==> src/shared/act_pkg.sv <==
// constants, register map and types of the actuator status and watchdog block
// assumes a 100 MHz clock; long counts are re-exposed as top-level parameters
package act_pkg;

	// word carried by every register access
	typedef logic [15:0] reg_word_t;
	typedef logic [4:0]  node_addr_t;

	// clock rate and documented times
	localparam longint unsigned CLK_HZ          = 100_000_000;
	localparam longint unsigned WDOG_TIMEOUT_S  = 120;
	localparam longint unsigned ADDR_HOLD_MS    = 3000;
	localparam longint unsigned FACT_HOLD_MS    = 5000;
	localparam longint unsigned FLASH_STEP_MS   = 250;
	localparam longint unsigned FLICKER_STEP_MS = 50;
	localparam longint unsigned BUS_ACTIVE_MS   = 200;

	// cycle counts derived from the times, and the fixed pin settle count
	localparam logic [39:0] WDOG_CYCLES    = 40'(WDOG_TIMEOUT_S * CLK_HZ);
	localparam logic [31:0] ADDR_HOLD_CYC  = 32'(ADDR_HOLD_MS * (CLK_HZ / 1000));
	localparam logic [31:0] FACT_HOLD_CYC  = 32'(FACT_HOLD_MS * (CLK_HZ / 1000));
	localparam logic [31:0] FLASH_CYC      = 32'(FLASH_STEP_MS * (CLK_HZ / 1000));
	localparam logic [31:0] FLICKER_CYC    = 32'(FLICKER_STEP_MS * (CLK_HZ / 1000));
	localparam logic [31:0] BUS_ACTIVE_CYC = 32'(BUS_ACTIVE_MS * (CLK_HZ / 1000));
	localparam logic [1:0]  PIN_SETTLE_CYC = 2'h3;

	// register offsets
	localparam reg_word_t REG_SETPOINT = 16'h0001;
	localparam reg_word_t REG_OVERRIDE = 16'h0002;
	localparam reg_word_t REG_COMMAND  = 16'h0003;
	localparam reg_word_t REG_STATUS   = 16'h0069;
	localparam reg_word_t REG_MIN_LIM  = 16'h006A;
	localparam reg_word_t REG_MAX_LIM  = 16'h006B;
	localparam reg_word_t REG_SENSOR   = 16'h006C;
	localparam reg_word_t REG_BUSFAIL  = 16'h006D;

	// command and value ranges
	localparam reg_word_t CMD_CLEAR_FAULTS = 16'h0004;
	localparam reg_word_t LIMIT_FULL       = 16'h2710;
	localparam reg_word_t MAX_LIM_LOW      = 16'h07D0;
	localparam reg_word_t SENSOR_LAST      = 16'h0004;
	localparam reg_word_t BUSFAIL_HOLD     = 16'h0000;
	localparam reg_word_t BUSFAIL_CLOSE    = 16'h0001;
	localparam reg_word_t BUSFAIL_OPEN     = 16'h0002;

	// values after reset and the node address range
	localparam reg_word_t MIN_LIM_RST = 16'h0000;
	localparam reg_word_t MAX_LIM_RST = 16'h2710;
	localparam reg_word_t SENSOR_RST  = 16'h0000;
	localparam reg_word_t BUSFAIL_RST = 16'h0000;
	localparam node_addr_t ADDR_FIRST = 5'h01;
	localparam node_addr_t ADDR_LAST  = 5'h10;
	localparam node_addr_t ADDR_RST   = 5'h01;

	// status word bit positions
	localparam int BIT_UTILISATION = 0;
	localparam int BIT_SAFETY      = 4;
	localparam int BIT_ACTIVITY    = 8;
	localparam int BIT_GEAR        = 9;
	localparam int BIT_WATCHDOG    = 10;
	localparam logic [7:0] FAULT_USED_MASK = 8'hF7;
	localparam logic [7:0] FAULT_CLR_MASK  = 8'hEE;

endpackage : act_pkg

==> src/shared/btn_if.sv <==
// events of one synchronised push-button passed from the button timer to the top
// assumes both ends sit on the same clock
`timescale 1ns/1ps
interface btn_if;
	logic level;
	logic press;
	logic release_evt;
	logic hold_a;
	logic hold_b;
	modport src (output level, output press, output release_evt, output hold_a, output hold_b);
	modport dst (input level, input press, input release_evt, input hold_a, input hold_b);
endinterface : btn_if

==> src/design/button_timer.sv <==
// synchronises one push-button pin and times how long it is held
// assumes an asynchronous pin, active high when pressed
`timescale 1ns/1ps
module button_timer #(
	parameter logic [31:0] HOLD_A = 32'h0000_0010,
	parameter logic [31:0] HOLD_B = 32'h0000_0020
) (
	// clock and reset
	input  wire logic i_clk,
	input  wire logic i_rst,
	// button pin
	input  wire logic i_pin,
	// timed events
	btn_if.src        btn
);

	typedef struct packed {
		logic        s1;
		logic        s2;
		logic        lvl;
		logic [31:0] cnt;
		logic        press;
		logic        rel;
		logic        ha;
		logic        hb;
	} btn_state_t;

	btn_state_t st_r;
	btn_state_t st_nxt;

	// edge detection and hold counting, one-cycle event pulses
	always_comb begin
		st_nxt       = st_r;
		st_nxt.s1    = i_pin;
		st_nxt.s2    = st_r.s1;
		st_nxt.lvl   = st_r.s2;
		st_nxt.press = st_r.s2 & ~st_r.lvl;
		st_nxt.rel   = ~st_r.s2 & st_r.lvl;
		st_nxt.ha    = 1'b0;
		st_nxt.hb    = 1'b0;
		if (!st_r.s2) begin
			st_nxt.cnt = 32'h0000_0000;
		end else if (st_r.cnt != 32'hFFFF_FFFF) begin
			st_nxt.cnt = st_r.cnt + 32'h0000_0001;
			st_nxt.ha  = (st_r.cnt == HOLD_A); // held strictly longer than A
			st_nxt.hb  = (st_r.cnt == HOLD_B);
		end
	end

	// state register
	always_ff @(posedge i_clk or posedge i_rst) begin
		if (i_rst) begin
			st_r <= '0;
		end else begin
			st_r <= st_nxt;
		end
	end

	assign btn.level       = st_r.lvl;
	assign btn.press       = st_r.press;
	assign btn.release_evt = st_r.rel;
	assign btn.hold_a      = st_r.ha;
	assign btn.hold_b      = st_r.hb;

endmodule : button_timer

==> src/design/actuator_status_and_bus_watchdog.sv <==
// status word, limit and sensor settings, bus watchdog and local buttons and lamps of a damper actuator
// assumes register accesses arrive already decoded from the field bus, on the same clock
`timescale 1ns/1ps
module actuator_status_and_bus_watchdog #(
	parameter logic [39:0] WDOG_TIMEOUT   = act_pkg::WDOG_CYCLES,
	parameter logic [31:0] ADDR_HOLD      = act_pkg::ADDR_HOLD_CYC,
	parameter logic [31:0] FACT_HOLD      = act_pkg::FACT_HOLD_CYC,
	parameter logic [31:0] FLASH_STEP     = act_pkg::FLASH_CYC,
	parameter logic [31:0] FLICKER_STEP   = act_pkg::FLICKER_CYC,
	parameter logic [31:0] BUS_ACTIVE     = act_pkg::BUS_ACTIVE_CYC
) (
	// clock and reset
	input  wire logic                i_clk,
	input  wire logic                i_rst,
	// decoded register access
	input  wire logic                i_reg_wr,
	input  wire logic                i_reg_rd,
	input  wire act_pkg::reg_word_t  i_reg_addr,
	input  wire act_pkg::reg_word_t  i_reg_wdata,
	output logic                     o_reg_ack,
	output act_pkg::reg_word_t       o_reg_rdata,
	// actuator fault events and motion handshake
	input  wire logic [7:0]          i_fault_evt,
	input  wire logic                i_motion_done,
	// local controls (pins)
	input  wire logic                i_btn_yellow,
	input  wire logic                i_btn_green,
	input  wire logic                i_btn_gear,
	input  wire logic                i_dir_switch,
	// settings towards the positioner
	output act_pkg::reg_word_t       o_min_limit,
	output act_pkg::reg_word_t       o_max_limit,
	output logic [2:0]               o_sensor_type,
	output act_pkg::node_addr_t      o_node_addr,
	output logic                     o_factory_reset,
	// motion control
	output logic                     o_fail_close,
	output logic                     o_fail_open,
	output logic                     o_motor_stop,
	output logic                     o_adapt_run,
	output logic                     o_sync_run,
	output logic                     o_dir_reverse,
	// lamps
	output logic                     o_led_green,
	output logic                     o_led_yellow
);
	import act_pkg::*;

	typedef enum logic [2:0] {
		ST_RUN,
		ST_ADDR,
		ST_ADAPT,
		ST_GEAR,
		ST_SYNC
	} mode_t;

	typedef struct packed {
		mode_t       mode;
		logic [7:0]  faults;
		logic        wd_flag;
		reg_word_t   min_lim;
		reg_word_t   max_lim;
		logic [2:0]  sensor;
		reg_word_t   busfail;
		logic [39:0] wd_cnt;
		logic        fail_close;
		logic        fail_open;
		node_addr_t  addr_sel;
		node_addr_t  node_addr;
		logic        startup;
		logic [1:0]  settle;
		logic        factory;
		logic        dir_s1;
		logic        dir_s2;
		logic        ack;
		reg_word_t   rdata;
		logic [31:0] flash_tmr;
		logic [5:0]  flash_ph;
		logic [31:0] bus_tmr;
		logic [31:0] flick_tmr;
		logic        flick_on;
		logic        led_green;
		logic        led_yellow;
		logic [2:0]  run_flags;
	} top_state_t;

	top_state_t st_r;
	top_state_t st_nxt;

	btn_if yel ();
	btn_if grn ();
	btn_if gear ();

	// yellow button times both the address-mode and the factory-reset holds
	button_timer #(
		.HOLD_A (ADDR_HOLD),
		.HOLD_B (FACT_HOLD)
	) u_yellow (
		.i_clk (i_clk),
		.i_rst (i_rst),
		.i_pin (i_btn_yellow),
		.btn   (yel)
	);

	// green button, only short presses matter
	button_timer #(
		.HOLD_A (ADDR_HOLD),
		.HOLD_B (FACT_HOLD)
	) u_green (
		.i_clk (i_clk),
		.i_rst (i_rst),
		.i_pin (i_btn_green),
		.btn   (grn)
	);

	// gear disengagement button, used as a level and for its release event
	button_timer #(
		.HOLD_A (ADDR_HOLD),
		.HOLD_B (FACT_HOLD)
	) u_gear (
		.i_clk (i_clk),
		.i_rst (i_rst),
		.i_pin (i_btn_gear),
		.btn   (gear)
	);

	// true when a written value lies inside an inclusive range
	function automatic logic in_range(input reg_word_t v, input reg_word_t lo, input reg_word_t hi);
		in_range = (v >= lo) && (v <= hi);
	endfunction : in_range

	// true for a register this block answers for
	function automatic logic is_local(input reg_word_t a);
		is_local = in_range(a, REG_STATUS, REG_BUSFAIL);
	endfunction : is_local

	logic [15:0] status_word;
	logic        wr_local;
	logic        clr_cmd;
	logic        wd_kick;

	// assembled status word and decoded write strobes
	always_comb begin
		status_word                = 16'h0000;
		status_word[7:0]           = st_r.faults & FAULT_USED_MASK;
		status_word[BIT_ACTIVITY]  = (st_r.mode == ST_ADAPT) || (st_r.mode == ST_SYNC);
		status_word[BIT_GEAR]      = (st_r.mode == ST_GEAR);
		status_word[BIT_WATCHDOG]  = st_r.wd_flag;
		wr_local = i_reg_wr && is_local(i_reg_addr);
		clr_cmd  = i_reg_wr && (i_reg_addr == REG_COMMAND) && (i_reg_wdata == CMD_CLEAR_FAULTS);
		wd_kick  = i_reg_wr && ((i_reg_addr == REG_SETPOINT) || (i_reg_addr == REG_OVERRIDE));
	end

	// next-state logic of the whole block
	always_comb begin
		st_nxt         = st_r;
		st_nxt.factory = 1'b0;

		// register answers, one cycle after the strobe
		st_nxt.ack = (i_reg_rd && is_local(i_reg_addr)) || wr_local ||
			(i_reg_wr && (i_reg_addr == REG_COMMAND));
		if (i_reg_rd) begin
			case (i_reg_addr)
				REG_STATUS:  st_nxt.rdata = status_word;
				REG_MIN_LIM: st_nxt.rdata = st_r.min_lim;
				REG_MAX_LIM: st_nxt.rdata = st_r.max_lim;
				REG_SENSOR:  st_nxt.rdata = {13'h0000, st_r.sensor};
				REG_BUSFAIL: st_nxt.rdata = st_r.busfail;
				default:     st_nxt.rdata = 16'h0000;
			endcase
		end

		// settings; values outside their range are ignored
		if (wr_local) begin
			case (i_reg_addr)
				REG_MIN_LIM: if (in_range(i_reg_wdata, 16'h0000, LIMIT_FULL)) st_nxt.min_lim = i_reg_wdata;
				REG_MAX_LIM: if (in_range(i_reg_wdata, MAX_LIM_LOW, LIMIT_FULL)) st_nxt.max_lim = i_reg_wdata;
				REG_SENSOR:  if (in_range(i_reg_wdata, 16'h0000, SENSOR_LAST)) st_nxt.sensor = i_reg_wdata[2:0];
				REG_BUSFAIL: if (in_range(i_reg_wdata, BUSFAIL_HOLD, BUSFAIL_OPEN)) st_nxt.busfail = i_reg_wdata;
				default:     st_nxt.rdata = st_r.rdata; // status is read only
			endcase
		end

		// sticky faults: a new event wins over a clear in the same cycle
		if (clr_cmd) begin
			st_nxt.faults = st_r.faults & ~FAULT_CLR_MASK;
		end
		st_nxt.faults = st_nxt.faults | (i_fault_evt & FAULT_USED_MASK);

		// bus watchdog
		if (st_r.busfail == BUSFAIL_HOLD) begin
			st_nxt.wd_cnt     = 40'h00_0000_0000;
			st_nxt.fail_close = 1'b0;
			st_nxt.fail_open  = 1'b0;
		end else if (wd_kick) begin
			st_nxt.wd_cnt     = 40'h00_0000_0000;
			st_nxt.fail_close = 1'b0;
			st_nxt.fail_open  = 1'b0;
		end else if (st_r.wd_cnt == WDOG_TIMEOUT - 40'h00_0000_0001) begin
			st_nxt.wd_cnt     = WDOG_TIMEOUT;
			st_nxt.fail_close = (st_r.busfail == BUSFAIL_CLOSE);
			st_nxt.fail_open  = (st_r.busfail == BUSFAIL_OPEN);
		end else if (st_r.wd_cnt != WDOG_TIMEOUT) begin
			st_nxt.wd_cnt = st_r.wd_cnt + 40'h00_0000_0001;
		end
		if (clr_cmd) begin
			st_nxt.wd_flag = 1'b0;
		end
		if ((st_r.busfail != BUSFAIL_HOLD) && !wd_kick && (st_r.wd_cnt == WDOG_TIMEOUT - 40'h00_0000_0001)) begin
			st_nxt.wd_flag = 1'b1;
		end

		// start-up window for the factory reset hold
		if (st_r.settle != PIN_SETTLE_CYC) begin
			st_nxt.settle = st_r.settle + 2'h1;
		end else if (!yel.level) begin
			st_nxt.startup = 1'b0;
		end
		if (st_r.startup && yel.hold_b) begin
			st_nxt.factory   = 1'b1;
			st_nxt.node_addr = ADDR_RST;
			st_nxt.addr_sel  = ADDR_RST;
		end

		// operating modes
		if (gear.level && (st_r.mode != ST_GEAR)) begin
			st_nxt.mode = ST_GEAR;
		end else begin
			case (st_r.mode)
				ST_RUN: begin
					if (!st_r.startup && yel.hold_a) begin
						st_nxt.mode     = ST_ADDR;
						st_nxt.addr_sel = st_r.node_addr;
					end else if (grn.press) begin
						st_nxt.mode = ST_ADAPT;
					end
				end
				ST_ADDR: begin
					if (yel.hold_a) begin
						st_nxt.mode = ST_RUN;
					end else if (grn.press) begin
						st_nxt.node_addr = st_r.addr_sel;
						st_nxt.mode      = ST_RUN;
					end else if (yel.press) begin
						st_nxt.addr_sel = (st_r.addr_sel == ADDR_LAST) ? ADDR_FIRST :
							st_r.addr_sel + 5'h01;
					end
				end
				ST_ADAPT: begin
					if (i_motion_done) begin
						st_nxt.mode = ST_RUN;
					end
				end
				ST_GEAR: begin
					if (gear.release_evt) begin
						st_nxt.mode = ST_SYNC;
					end
				end
				ST_SYNC: begin
					if (i_motion_done) begin
						st_nxt.mode = ST_RUN;
					end
				end
				default: st_nxt.mode = ST_RUN;
			endcase
		end

		// direction switch, synchronised
		st_nxt.dir_s1 = i_dir_switch;
		st_nxt.dir_s2 = st_r.dir_s1;

		// green lamp: address pulses, then four steps dark
		if (st_r.mode != ST_ADDR) begin
			st_nxt.flash_tmr = 32'h0000_0000;
			st_nxt.flash_ph  = 6'h00;
		end else if (st_r.flash_tmr != FLASH_STEP - 32'h0000_0001) begin
			st_nxt.flash_tmr = st_r.flash_tmr + 32'h0000_0001;
		end else begin
			st_nxt.flash_tmr = 32'h0000_0000;
			st_nxt.flash_ph  = (st_r.flash_ph >= {st_r.addr_sel, 1'b0} + 6'h03) ? 6'h00 :
				st_r.flash_ph + 6'h01;
		end
		if (st_r.faults != 8'h00) begin
			st_nxt.led_green = 1'b0;
		end else if (st_r.mode == ST_ADDR) begin
			st_nxt.led_green = (st_nxt.flash_ph < {st_r.addr_sel, 1'b0}) && !st_nxt.flash_ph[0];
		end else begin
			st_nxt.led_green = 1'b1;
		end

		// yellow lamp: adaptation, synchronisation or address mode, else flicker on recent bus traffic
		if (i_reg_wr || i_reg_rd) begin
			st_nxt.bus_tmr = BUS_ACTIVE;
		end else if (st_r.bus_tmr != 32'h0000_0000) begin
			st_nxt.bus_tmr = st_r.bus_tmr - 32'h0000_0001;
		end
		if (st_r.flick_tmr != FLICKER_STEP - 32'h0000_0001) begin
			st_nxt.flick_tmr = st_r.flick_tmr + 32'h0000_0001;
		end else begin
			st_nxt.flick_tmr = 32'h0000_0000;
			st_nxt.flick_on  = ~st_r.flick_on;
		end
		if ((st_nxt.mode == ST_ADAPT) || (st_nxt.mode == ST_SYNC) || (st_nxt.mode == ST_ADDR)) begin
			st_nxt.led_yellow = 1'b1;
		end else begin
			st_nxt.led_yellow = (st_r.bus_tmr != 32'h0000_0000) && st_r.flick_on;
		end
		// motion levels registered from the next mode, so the outputs come from flops
		st_nxt.run_flags = {(st_nxt.mode == ST_GEAR), (st_nxt.mode == ST_ADAPT), (st_nxt.mode == ST_SYNC)};
	end

	// state register
	always_ff @(posedge i_clk or posedge i_rst) begin
		if (i_rst) begin
			st_r           <= '0;
			st_r.mode      <= ST_RUN;
			st_r.min_lim   <= MIN_LIM_RST;
			st_r.max_lim   <= MAX_LIM_RST;
			st_r.sensor    <= SENSOR_RST[2:0];
			st_r.busfail   <= BUSFAIL_RST;
			st_r.addr_sel  <= ADDR_RST;
			st_r.node_addr <= ADDR_RST;
			st_r.startup   <= 1'b1;
		end else begin
			st_r <= st_nxt;
		end
	end

	// outputs straight from the state register
	assign o_reg_ack       = st_r.ack;
	assign o_reg_rdata     = st_r.rdata;
	assign o_min_limit     = st_r.min_lim;
	assign o_max_limit     = st_r.max_lim;
	assign o_sensor_type   = st_r.sensor;
	assign o_node_addr     = st_r.node_addr;
	assign o_factory_reset = st_r.factory;
	assign o_fail_close    = st_r.fail_close;
	assign o_fail_open     = st_r.fail_open;
	assign o_motor_stop    = st_r.run_flags[2];
	assign o_adapt_run     = st_r.run_flags[1];
	assign o_sync_run      = st_r.run_flags[0];
	assign o_dir_reverse   = st_r.dir_s2;
	assign o_led_green     = st_r.led_green;
	assign o_led_yellow    = st_r.led_yellow;

endmodule : actuator_status_and_bus_watchdog

==> config.mk <==
export PLATFORM = sky130hd
export DESIGN_NAME = actuator_status_and_bus_watchdog
export DESIGN_NICKNAME = d
export VERILOG_FILES = /design/src/shared/act_pkg.sv /design/src/shared/btn_if.sv /design/src/design/button_timer.sv /design/src/design/actuator_status_and_bus_watchdog.sv
export SDC_FILE = /design/constraint.sdc
export NUM_CORES = 1
export LEC_CHECK = 0
export BUFFER_PORTS_ARGS = -buffer_cell sky130_fd_sc_hd__buf_4
export CAP_MARGIN = 25
export CORE_AREA = 3 3 209 211
export DETAILED_ROUTE_END_ITERATION = 16
export DIE_AREA = 0 0 212 214
export GPL_TIMING_DRIVEN = 0
export PLACE_DENSITY = 0.62
export SLEW_MARGIN = 15
export SYNTH_ARGS = -nofsm -noshare
export SYNTH_HDL_FRONTEND = slang
export SYNTH_HIERARCHICAL = 1
export SYNTH_SLANG_ARGS = --single-unit
==> constraint.sdc <==
create_clock -name i_clk -period 8.9 [get_ports i_clk]
set_input_delay 0.445 -clock i_clk [delete_from_list [all_inputs] [get_ports i_clk]]
set_output_delay 0.445 -clock i_clk [all_outputs]
set_load 0.005 [all_outputs]
After elaboration in Yosys (flattened, before gate mapping)
Index checks and enable logic that the tools add are counted.

Add/sub/neg operators: 9. Multipliers: 0. Divide/modulo/power cells: 0. Magnitude comparators: 9. Equal/unequal tests: 32. Shift operators: 0. Multiplexer cells: 45. Bitwise gates (word level): 9. Reduce and logical (&&, ||, !) cells: 43.

Operators with widths (number): 2-to-1 mux 32 bit (6); adder 32 x 1 -> 32 bit, second input constant (3); 2-to-1 mux 42 bit (2); == test 16 x 7 -> 1 bit, second input constant (5); 2-to-1 mux 40 bit (2); one-hot mux 16 bit (5 select lines) (1); == test 32 x 29 -> 1 bit, second input constant (2); == test 16 x 2 -> 1 bit, second input constant (3); 2-to-1 mux 16 bit (3); adder 40 x 1 -> 40 bit, second input constant (1); == test 40 x 34 -> 1 bit, second input constant (1); inequality test 40 x 34 -> 1 bit, second input constant (1); 2-to-1 mux 38 bit (1); == test 16 x 1 -> 1 bit, second input constant (2); inequality test 32 x 23 -> 1 bit, second input constant (1); inequality test 32 x 25 -> 1 bit, second input constant (1); inequality test 32 bit, second input constant (1); nonzero test 32 bit (1); subtractor 32 x 1 -> 32 bit, second input constant (1); 2-to-1 mux 10 bit (3); 2-to-1 mux 5 bit (6); 2-to-1 mux 3 bit (7); logical AND 1 bit (17); == test 16 x 3 -> 1 bit, second input constant (1); 42 further kinds (75).

Flip-flop bits (word level): 292. Latch bits: 0. Memory bits (writable): 0. Memory bits (read-only): 0. Input port bits: 49. Output and inout port bits: 66. Logic and storage cells: 189. Memories kept: 0.

Longest topological paths before layout
Gate-level depths: netlist (run 1).

Depth after elaboration: 9. Gate-level depth with buffers: 16. Mapped depth without buffers: 16.

Hierarchy
The synthesis (run 1) kept the hierarchy.

By module, submodules not included: actuator_status_and_bus_watchdog (times used 1, cells an instance 1238, area each 12385.6 um^2, sequential area each 6140.9 um^2); button_timer (u_gear ...) (times used 2, cells an instance 218, area each 2142.1 um^2, sequential area each 975.9 um^2); button_timer (u_yellow) (times used 1, cells an instance 231, area each 2225.9 um^2, sequential area each 975.9 um^2).

Least setup slack after synthesis (run 1)
Ideal clock, no wire load.

Path kind: register to register. Start point: register, netlist name st_r[136]. End point: register st_r, in the netlist o_led_green. Setup time: 0.101 ns. Data arrival time: 3.043 ns. Required time: 8.799 ns. Slack: 5.757 ns. Stages on the path, launching flop included: 14. Buffers on the path: 0. Period minus slack after synthesis: 3.143 ns. Cell sequence: dfstp_2 -> nand3_1 -> xnor2_1 -> ha_1 -> or2_2 -> a211oi_1 -> a21oi_1 -> or2_2 -> o31ai_1 -> ha_1 -> nor2b_1 -> o21ai_0 -> nand2_1 -> o32ai_1.

RTL lines: end signal, assigned (line actuator_status_and_bus_watchdog.sv:325) `st_r <= st_nxt;`; end, declared (line actuator_status_and_bus_watchdog.sv:87) `top_state_t st_r;`.

==> results.json, run 1 <==
{
  "worst_setup_path_start_kind": "flip-flop",
  "fin_crit_ns": 3.74,
  "status": "complete, no violations",
  "clock.fmax_ghz": 0.267,
  "grt_pass1_vias": 11400,
  "yosys_warnings": 6,
  "hold_viol_final": 0,
  "p_switching_uw": 796,
  "dpl_cell_area_mm2": 0.0164,
  "drc_errors": 0,
  "drv_cap": 0,
  "setup_viol": 0,
  "rows": 75,
  "die_area_mm2": 0.0454,
  "antenna_cells": 0,
  "synthCells": 1482,
  "drtPass1Iterations": 5,
  "place_congestion": 0.862,
  "drive_gt1_share_pct": 18.6,
  "p_int_mw": 2.33,
  "vias": 11600,
  "drt-initial-drc-count": 681,
  "routed_wl_mm": 36.5,
  "via_per_inst": 5.25,
  "p_leak_nw": 7.54,
  "numCtsBuffers": 34,
  "holdCritPathClass": "in2reg",
  "post-place-cells": 2137,
  "cp-endpoint": "o_led_green",
  "finalCritPeriodShare_pct": 42.1,
  "worst_path_max_delay_cell": "or2_2",
  "synth_fp_nets": 1551,
  "r2r-start": "st_r[138]",
  "hpwlAfterDp_mm": 26.4,
  "cts_num_sinks": 291,
  "synth_area_per_cell_um2": 10.0,
  "ctsLongestPathBuffers": 3,
  "rsz0062_at_grt": "false",
  "peakVddDrop_v": 0.000113,
  "nets": 1704,
  "seqPwrFrac_pct": 44.6,
  "r2r_cells": 14,
  "fin_skew_ns": 0.0160,
  "cp_cell_sequence": "clkbuf_1 -> nand3_1 -> xnor2_1 -> ha_1 -> or2_2 -> a211oi_1 -> a21oi_1 -> or2_2 -> o31ai_1 -> ha_1 -> nor2b_1 -> o21ai_0 -> nand2_1 -> o32ai_1",
  "clkTransAtPathRegs_ns": 0.06,
  "crit_type": "reg2reg",
  "cts_tree": "done",
  "insertion_delay_ns": 0.52,
  "critPathArrivalTime_ns": 4.12,
  "boundaryPins": 115,
  "area_growth_pct": 18.6,
  "antenna_left": 0,
  "critPathMaxFanout": 8,
  "die_x_um": 212,
  "stdcell_area_mm2": 0.0176,
  "reg2reg_slack_ns": 5.16,
  "htreeDepth": 2,
  "grt_pass1_wl_mm": 59.7,
  "grt_overflow": 0,
  "worst_pin_slew_ns": 0.798,
  "port_buffers": 112,
  "combPwrFrac_pct": 10.4,
  "powerDensity_mw_per_mm2": 178,
  "critical_path.max_stage_delay_ns": 0.37,
  "synth_area_mm2": 0.0148,
  "groute.usage.overall_pct": 15.9,
  "crit_start": "st_r[138]",
  "coreArea_mm2": 0.0419,
  "swShare_pct": 25.5,
  "required_ns": 9.28,
  "initial_core_util_pct": 35.3,
  "antenna_found_initial": 0,
  "slew_headroom_pct": 46.4,
  "grt_start_max_net_pins": 101,
  "post_cts_buffers": 0,
  "clkPwrFrac_pct": 45.0,
  "ctsRootBufferMaster": "clkbuf_16",
  "slew_viol_final": 0,
  "chipHeight_um": 214,
  "wl_per_cell_um": 16.6,
  "r2r_end": "o_led_green",
  "fin_cells": 2199,
  "worstSetupEndpointType": "flip-flop"
}
==> power by group through the flow <==
stage | Sequential (mW) | Combinational, mW | Clock [mW]
finish | 1.39 | 0.325 | 1.40
global route | 1.40 | 0.368 | 1.51
CTS | 1.39 | 0.330 | 1.45
detailed placement | 1.42 | 0.328 | 0
global placement | 1.42 | 0.316 | 0
floorplan | 1.41 | 0.206 | 0
==> per-stage QoR <==
step	total power [mW]	util, %	setup TNS [ns]	setup WS (ns)	hold slack [ns]
2_1_floorplan	1.61	-	0	1.74	0.211
3_3_place_gp	1.73	38.9	-282.93	-1.21	0.333
4_1_cts	3.18	41.9	0	5.09	0.00000183
3_5_place_dp	1.75	39.2	0	5.14	0.336
6_report	3.12	41.9	0	5.16	0.0299
5_1_grt	3.28	41.9	0	4.70	0.00620
==> state kept, by name, indices dropped and copies added (netlist names), 2 cells and up <==
signal and flops:
u_yellow/st_nxt 2, o_min_limit 16, u_gear/st_nxt 2, u_green/st_nxt 2, u_yellow/st_r 32, o_reg_rdata 16, o_sensor_type 3, o_node_addr 5
st_r 178, o_max_limit 16
==> what timing repair did <==
action / 4_1_cts / 5_1_grt
gates resized for setup: 0 / 0
hold buffers: 1 / 0
endpoints found under the hold margin: 75 / 0
==> worst min-delay path by stage <==
| stage | endpoint | startpoint | depth (start not counted) |
|---|---|---|---|
| finish | u_green/st_nxt[37] | i_btn_green | 1 |
| CTS | u_green/st_nxt[37] | i_btn_green | 1 |
| global placement | u_green/st_nxt[36] | u_green/st_nxt[37] | 0 |
| floorplan | u_gear/btn.level | i_rst | 1 |
| detailed placement | u_yellow/st_nxt[36] | u_yellow/st_nxt[37] | 0 |
| global route | st_nxt[125] | i_dir_switch | 1 |
==> cell type report <==
type                    count  area (um^2)
fillers                  3975        24400
flip-flops and latches    291         7290
multi-input cells        1046         6750
clock buffers              49          958
repair buffers            117          938
well taps                 539          674
plain buffers             106          634
clock inverters            12          168
inverters                  39          154
==> metal layers <==
layer  GRT usage (%)  wire, um
met1            22.1     17000
met2            25.9     17100
met3            2.43      1630
met4            4.55       745
met5               0         0
==> critical path, delay by kind of cell, from the launching register on <==
family	cells	cell delay [ns]
flops	1	0.31
fa+ha+maj	2	0.56
xor+xnor	1	0.19
simple gates	5	1.01
compound gates	5	1.22
buf+inv	1	0.32
==> layout by cell type, fill, tap and decap left out, types with 46 or more instances in the layout <==
cell type and count:
nand2_1 121, dfrtp_1 283, xor2_1 58, nor2_1 165, buf_4 168, a21oi_1 46, xnor2_1 71, clkbuf_1 50
nand3_1 68, o21ai_0 53
Power figures use the tool's default switching activity.
==> run 2: changes to the inputs <==
Settings changed: ABC_AREA from default to 1, CORE_AREA 3 3 209 211 to 3 3 221 223, DIE_AREA 0 0 212 214 to 0 0 224 226, PLACE_DENSITY 0.62 to 0.64.
Clock period 8.9 ns to 3.4 ns, I/O delays scaled along.
==> run 2 against run 1 <==
Against the previous run:
- cell area grew 14%
- largest cell class is now multi-input gates
- global-route usage grew 3.3 points
- area after synthesis grew 12%
- critical path depth grew 3
- setup slack lost 4.9 ns
- routed wire length grew 34%
- largest power group unchanged
- register-to-register slack lost 4.9 ns
- hold slack gained 0.045 ns
- synthesized cell count grew 51%
- critical endpoint unchanged
==> results.json, run 2 <==
{
  "status": "complete, no violations",
  "chipHeight_um": 226,
  "grt_pass1_vias": 14900,
  "critical_path.max_stage_delay_ns": 0.55,
  "critPathMaxFanout": 4,
  "crit_top_cell": "ha_1",
  "drtPass1Iterations": 6,
  "critPathArrivalTime_ns": 3.64,
  "nets": 2495,
  "fin_cells": 3062,
  "routed_wl_mm": 49.0,
  "worstPathBufferInverterCount": 2,
  "htreeDepth": 2,
  "boundaryPins": 115,
  "setup_viol": 0,
  "place_congestion": 0.905,
  "clock.fmax_ghz": 0.313,
  "worst_setup_path_start_kind": "flip-flop",
  "grt_overflow": 0,
  "finalCritPeriodShare_pct": 93.9,
  "ctsRootBufferMaster": "clkbuf_16",
  "clkTransAtPathRegs_ns": 0.06,
  "drive_gt1_share_pct": 14.3,
  "cts_tree": "done",
  "initial_core_util_pct": 35.6,
  "slew_viol_final": 0,
  "drv_cap": 0,
  "yosys_warnings": 6,
  "wl_per_cell_um": 16.0,
  "synthCells": 2234,
  "grt_pass1_wl_mm": 78.4,
  "final_common_cell": "nand2_1",
  "worstSetupEndpointType": "flip-flop",
  "ctsLongestPathBuffers": 3,
  "drc_errors": 0,
  "worst_pin_slew_ns": 0.775,
  "via_per_inst": 5.00,
  "p_leak_nw": 9.33,
  "powerDensity_mw_per_mm2": 436,
  "hold_viol_final": 0,
  "largest_register_ffs": 178,
  "holdWs_ns": 0.0748,
  "port_buffers": 113,
  "rsz0062_at_grt": "false",
  "synth_fp_nets": 2303,
  "utilization_pct": 43.0,
  "min_path_cells": 4,
  "die_x_um": 224,
  "cts_num_sinks": 291,
  "groute.usage.overall_pct": 19.2,
  "post-place-cells": 2963,
  "r2r_cells": 17,
  "fin_crit_ns": 3.19,
  "rows": 79,
  "stdcell_area_mm2": 0.0201,
  "fillerInstances": 4685,
  "fin_skew_ns": 0.0180,
  "antenna_found_initial": 5,
  "top_regs": "st_r: 178 flops, u_yellow/st_r: 32 flops",
  "numCtsBuffers": 36,
  "synth_area_per_cell_um2": 7.45,
  "final_cell_mix": "nand2_1, nor2_1, dfrtp_1",
  "regMostFlops": "st_r",
  "power_mw": 8.76,
  "die_area_mm2": 0.0506,
  "required_ns": 3.85,
  "coreArea_mm2": 0.0468,
  "antenna_left": 0,
  "path_delay_family": "compound AO/OA/AOI/OAI gates",
  "vias": 15300,
  "crit_type": "reg2reg",
  "cp_cell_sequence": "ha_1 -> nand3_2 -> xor2_2 -> ha_1 -> a21oi_1 -> nand3_2 -> inv_2 -> nand3b_1 -> a211oi_2 -> ha_1 -> a21oi_2 -> nor2_1 -> a211oi_2 -> nand2_1 -> inv_1 -> nand2_1 -> a21oi_2",
  "holdCritPathClass": "in2reg",
  "synth_area_mm2": 0.0166,
  "area_growth_pct": 20.8,
  "slew_headroom_pct": 48.1,
  "worst_path_max_delay_cell": "dfstp_2",
  "hpwlAfterDp_mm": 37.5,
  "dpl_cell_area_mm2": 0.0184,
  "grt_start_max_net_pins": 37,
  "insertion_delay_ns": 0.55,
  "drt-initial-drc-count": 1195,
  "peakVddDrop_v": 0.000349,
  "path_depth": 17
}
[run 2: layout make-up]
type / instances / area [um^2] / share of cell area [%]
clock buffers: 43 / 957 / 4.76
repair buffers: 154 / 1350 / 6.72
well taps: 607 / 759 / 3.78
inverters: 287 / 1080 / 5.38
flip-flops and latches: 291 / 7290 / 36.3
plain buffers: 89 / 611 / 3.04
diodes: 3 / 7.51 / 0.0373
multi-input cells: 1567 / 7700 / 38.3
clock inverters: 21 / 353 / 1.75
[run 2: worst register-to-register path: stages (launching register included)]
cell	delay [ns]
dfstp_2	0.55
ha_1	0.20
nand3_2	0.10
xor2_2	0.16
ha_1	0.29
a21oi_1	0.17
nand3_2	0.13
inv_2	0.09
nand3b_1	0.09
a211oi_2	0.27
ha_1	0.29
a21oi_2	0.14
nor2_1	0.06
a211oi_2	0.15
nand2_1	0.07
inv_1	0.05
nand2_1	0.10
a21oi_2	0.20
[run 2: path summary, 6_finish.rpt]
path,endpoint,slack [ns],startpoint
max in group asynchronous,o_max_limit[13],2.07,i_rst
setup reg to reg,o_led_green,0.21,st_r[136]
hold reg to reg,u_gear/st_nxt[36],0.35,u_gear/st_nxt[37]
hold / removal,o_reg_ack,0.07,i_reg_addr[2]
setup / recovery,o_led_green,0.21,st_r[136]
min in group asynchronous,u_green/btn.level,0.10,i_rst
[run 2: power breakdown]
group | internal [mW] | switching (mW)
clock | 2.65 | 1.59
sequential | 3.57 | 0.0882
combinational | 0.290 | 0.571
total | 6.51 | 2.25
[run 2: metrics by stage]
step	setup slack, ns	TNS (ns)
after detailed placement	-0.117	-0.117
final	0.208	0
after CTS	0.0761	0
after global routing	0.0176	0
after floorplan	0.0188	0
after global placement	-1.67	-389.70
[run 2: metal layers]
metal	GRT usage (%)	vias to the layer above	wire, um
met1	26.4	7238	22400
li1	-	7521	-
met3	3.20	107	2810
met4	7.84	4	1780
met2	30.4	427	21900
met5	0	-	27
[run 2: timing repair]
item / CTS / global route
hold buffers: 27 / 0
buffers inserted: 2 / 3
endpoints found under the setup margin: 1 / 1
hold endpoints to repair: 94 / 0
pin swaps: 0 / 3
resized for setup: 2 / 8
cloned: 0 / 0
==> run 3: changes to the inputs <==
Settings changed: ABC_AREA 1 to default, CORE_AREA 3 3 221 223 to 3 3 237 239, DIE_AREA 0 0 224 226 to 0 0 240 242, PLACE_DENSITY 0.64 to 0.52, SLEW_MARGIN 15 to default.
==> run 3 against run 2 <==
Against the previous run:
- total power fell by 4.4%
- critical path depth fell by 4
- setup slack got worse by 0.081 ns
- flip-flop and latch count did not move
- non-clock buffer count rose by 20
- count of clock-buffer cells in the layout grew 3
- largest cell class is now flip-flops and latches
- register-to-register slack worse by 0.08 ns
- global-route usage is 6.4 points lower
- core utilization down 9.2 points
- final cell count shrank 22%
- clock power is 12% lower
==> results.json, run 3 (synthesis results as in run 1) <==
{
  "status": "complete, no violations",
  "crit_type": "reg2reg",
  "drive_gt1_share_pct": 20.1,
  "crit_start": "st_r[136]",
  "cts_tree": "done",
  "wl_per_cell_um": 15.8,
  "worstSetupEndpointType": "flip-flop",
  "regMostFlops": "st_r",
  "combPwrFrac_pct": 12.1,
  "boundaryPins": 115,
  "grt_pass1_wl_mm": 62.1,
  "rows": 85,
  "die_x_um": 240,
  "utilization_pct": 33.8,
  "insertion_delay_ns": 0.54,
  "die_area_mm2": 0.0581,
  "clkPwrFrac_pct": 44.3,
  "drt-initial-drc-count": 687,
  "hold_viol_final": 0,
  "critPathMaxFanout": 7,
  "top_regs": "st_r: 178 flops, u_yellow/st_r: 32 flops",
  "swShare_pct": 26.0,
  "initial_core_util_pct": 27.4,
  "p_leak_nw": 7.76,
  "p_int_mw": 6.19,
  "r2r_cells": 13,
  "coreArea_mm2": 0.0540,
  "nets": 1746,
  "r2r-start": "st_r[136]",
  "fin_crit_ns": 3.27,
  "groute.usage.overall_pct": 12.9,
  "port_buffers": 112,
  "fin_skew_ns": 0.0262,
  "critPathArrivalTime_ns": 3.70,
  "worst_pin_slew_ns": 0.809,
  "routed_wl_mm": 37.8,
  "area_growth_pct": 23.4,
  "finalCritPeriodShare_pct": 96.3,
  "slew_viol_final": 0,
  "min-delay-start": "i_reg_addr[1]",
  "numCtsBuffers": 36,
  "chipHeight_um": 242,
  "grt_start_max_net_pins": 43,
  "drtPass1Iterations": 5,
  "antenna_left": 0,
  "peakVddDrop_v": 0.000266,
  "grt_overflow": 0,
  "hpwlAfterDp_mm": 27.5,
  "clock.fmax_ghz": 0.305,
  "final_common_cell": "dfrtp_1",
  "cts_num_sinks": 291,
  "reg2reg_slack_ns": 0.13,
  "worst_setup_path_start_kind": "flip-flop",
  "antenna_found_initial": 1,
  "required_ns": 3.82,
  "ctsRootBufferMaster": "clkbuf_16",
  "setup_viol": 0,
  "final_cell_mix": "dfrtp_1, buf_4, nor2_1",
  "clkTransAtPathRegs_ns": 0.06,
  "powerDensity_mw_per_mm2": 458,
  "p_switching_mw": 2.18,
  "via_per_inst": 4.79,
  "fillerInstances": 5447,
  "place_congestion": 0.838,
  "drv_cap": 0,
  "slew_headroom_pct": 46.0,
  "largest_register_ffs": 178,
  "drc_errors": 0,
  "min_path_cells": 3,
  "seqPwrFrac_pct": 43.6,
  "grt_pass1_vias": 11500,
  "holdCritPathClass": "in2reg",
  "vias": 11500,
  "antenna_cells": 0,
  "htreeDepth": 2,
  "ctsLongestPathBuffers": 3,
  "holdWs_ns": 0.0759
}
[run 3: cell count changes in the layout (fill, tap and decap cells not counted), moves of 29 or more]
cell / change
nand2_1: -405
inv_1: -231
nor2_1: -196
nand3_1: -75
nor3_1: -50
xnor2_1: +49
nor2b_1: +33
nand4_1: -31
clkbuf_1: +29
[run 3: final timing paths]
kind	endpoint
max in group asynchronous	o_max_limit[0]
max	o_led_green
min	o_reg_ack
max reg2reg	o_led_green
min in group asynchronous	u_gear/st_nxt[37]
min reg2reg	u_gear/st_nxt[36]
[run 3: per-stage QoR]
step                worst slack, ns  instance area, um^2  setup TNS, ns  std cells  total power, mW
finish                        0.126                18300              0       2395             8.37
global route                -0.0662                18300        -0.0662       2395             8.79
CTS                         0.00402                18200              0       2390             8.46
detailed placement           -0.456                16700         -0.456       2298             4.60
global placement              -1.71                16500        -403.71       2290             4.56
floorplan                    0.0188                14800              0       1482             4.22
[run 3: layout make-up]
class | instances | area, um^2 | share of cell area (%)
Sequential cell | 291 | 7290 | 39.9
Multi-Input combinational cell | 1046 | 6860 | 37.5
Timing Repair Buffer | 159 | 1360 | 7.41
Clock buffer | 46 | 958 | 5.24
Tap cell | 696 | 871 | 4.76
Buffer | 104 | 627 | 3.43
Clock inverter | 14 | 168 | 0.917
Inverter | 39 | 150 | 0.821
[run 3: worst max-delay path, stage by stage, from the launching register on]
cell      delay, ns
dfstp_2        0.59
nand3_4        0.11
xnor2_2        0.15
ha_1           0.26
or2_2          0.28
a211oi_2       0.25
a21oi_2        0.11
or2_4          0.31
o31ai_4        0.22
ha_1           0.28
nor2b_1        0.13
o21ai_1        0.12
nand2_1        0.08
o32ai_2        0.29
[run 3: per-layer routing]
| layer | routed length [um] | global-route usage (%) | vias up |
|---|---|---|---|
| li1 | - | - | 5615 |
| met1 | 17700 | 17.9 | 5538 |
| met2 | 17300 | 20.4 | 272 |
| met3 | 1950 | 2.31 | 59 |
| met4 | 896 | 4.17 | 0 |
| met5 | 0 | 0 | - |
[run 3: repair_timing]
| action | 4_1_cts | 5_1_grt |
|---|---|---|
| endpoints found under the hold margin | 116 | 0 |
| buffers inserted | 3 | 5 |
| pin swaps | 0 | 10 |
| setup endpoints to repair | 1 | 1 |
| hold buffers | 30 | 0 |
| resized for setup | 8 | 20 |
[run 3: power by group through the flow]
stage               clock network, mW  registers [mW]  logic (mW)
floorplan                           0            3.68       0.539
global placement                    0            3.71       0.858
detailed placement                  0            3.71       0.890
CTS                              3.86            3.64       0.957
global route                     4.00            3.67        1.12
finish                           3.71            3.65        1.01
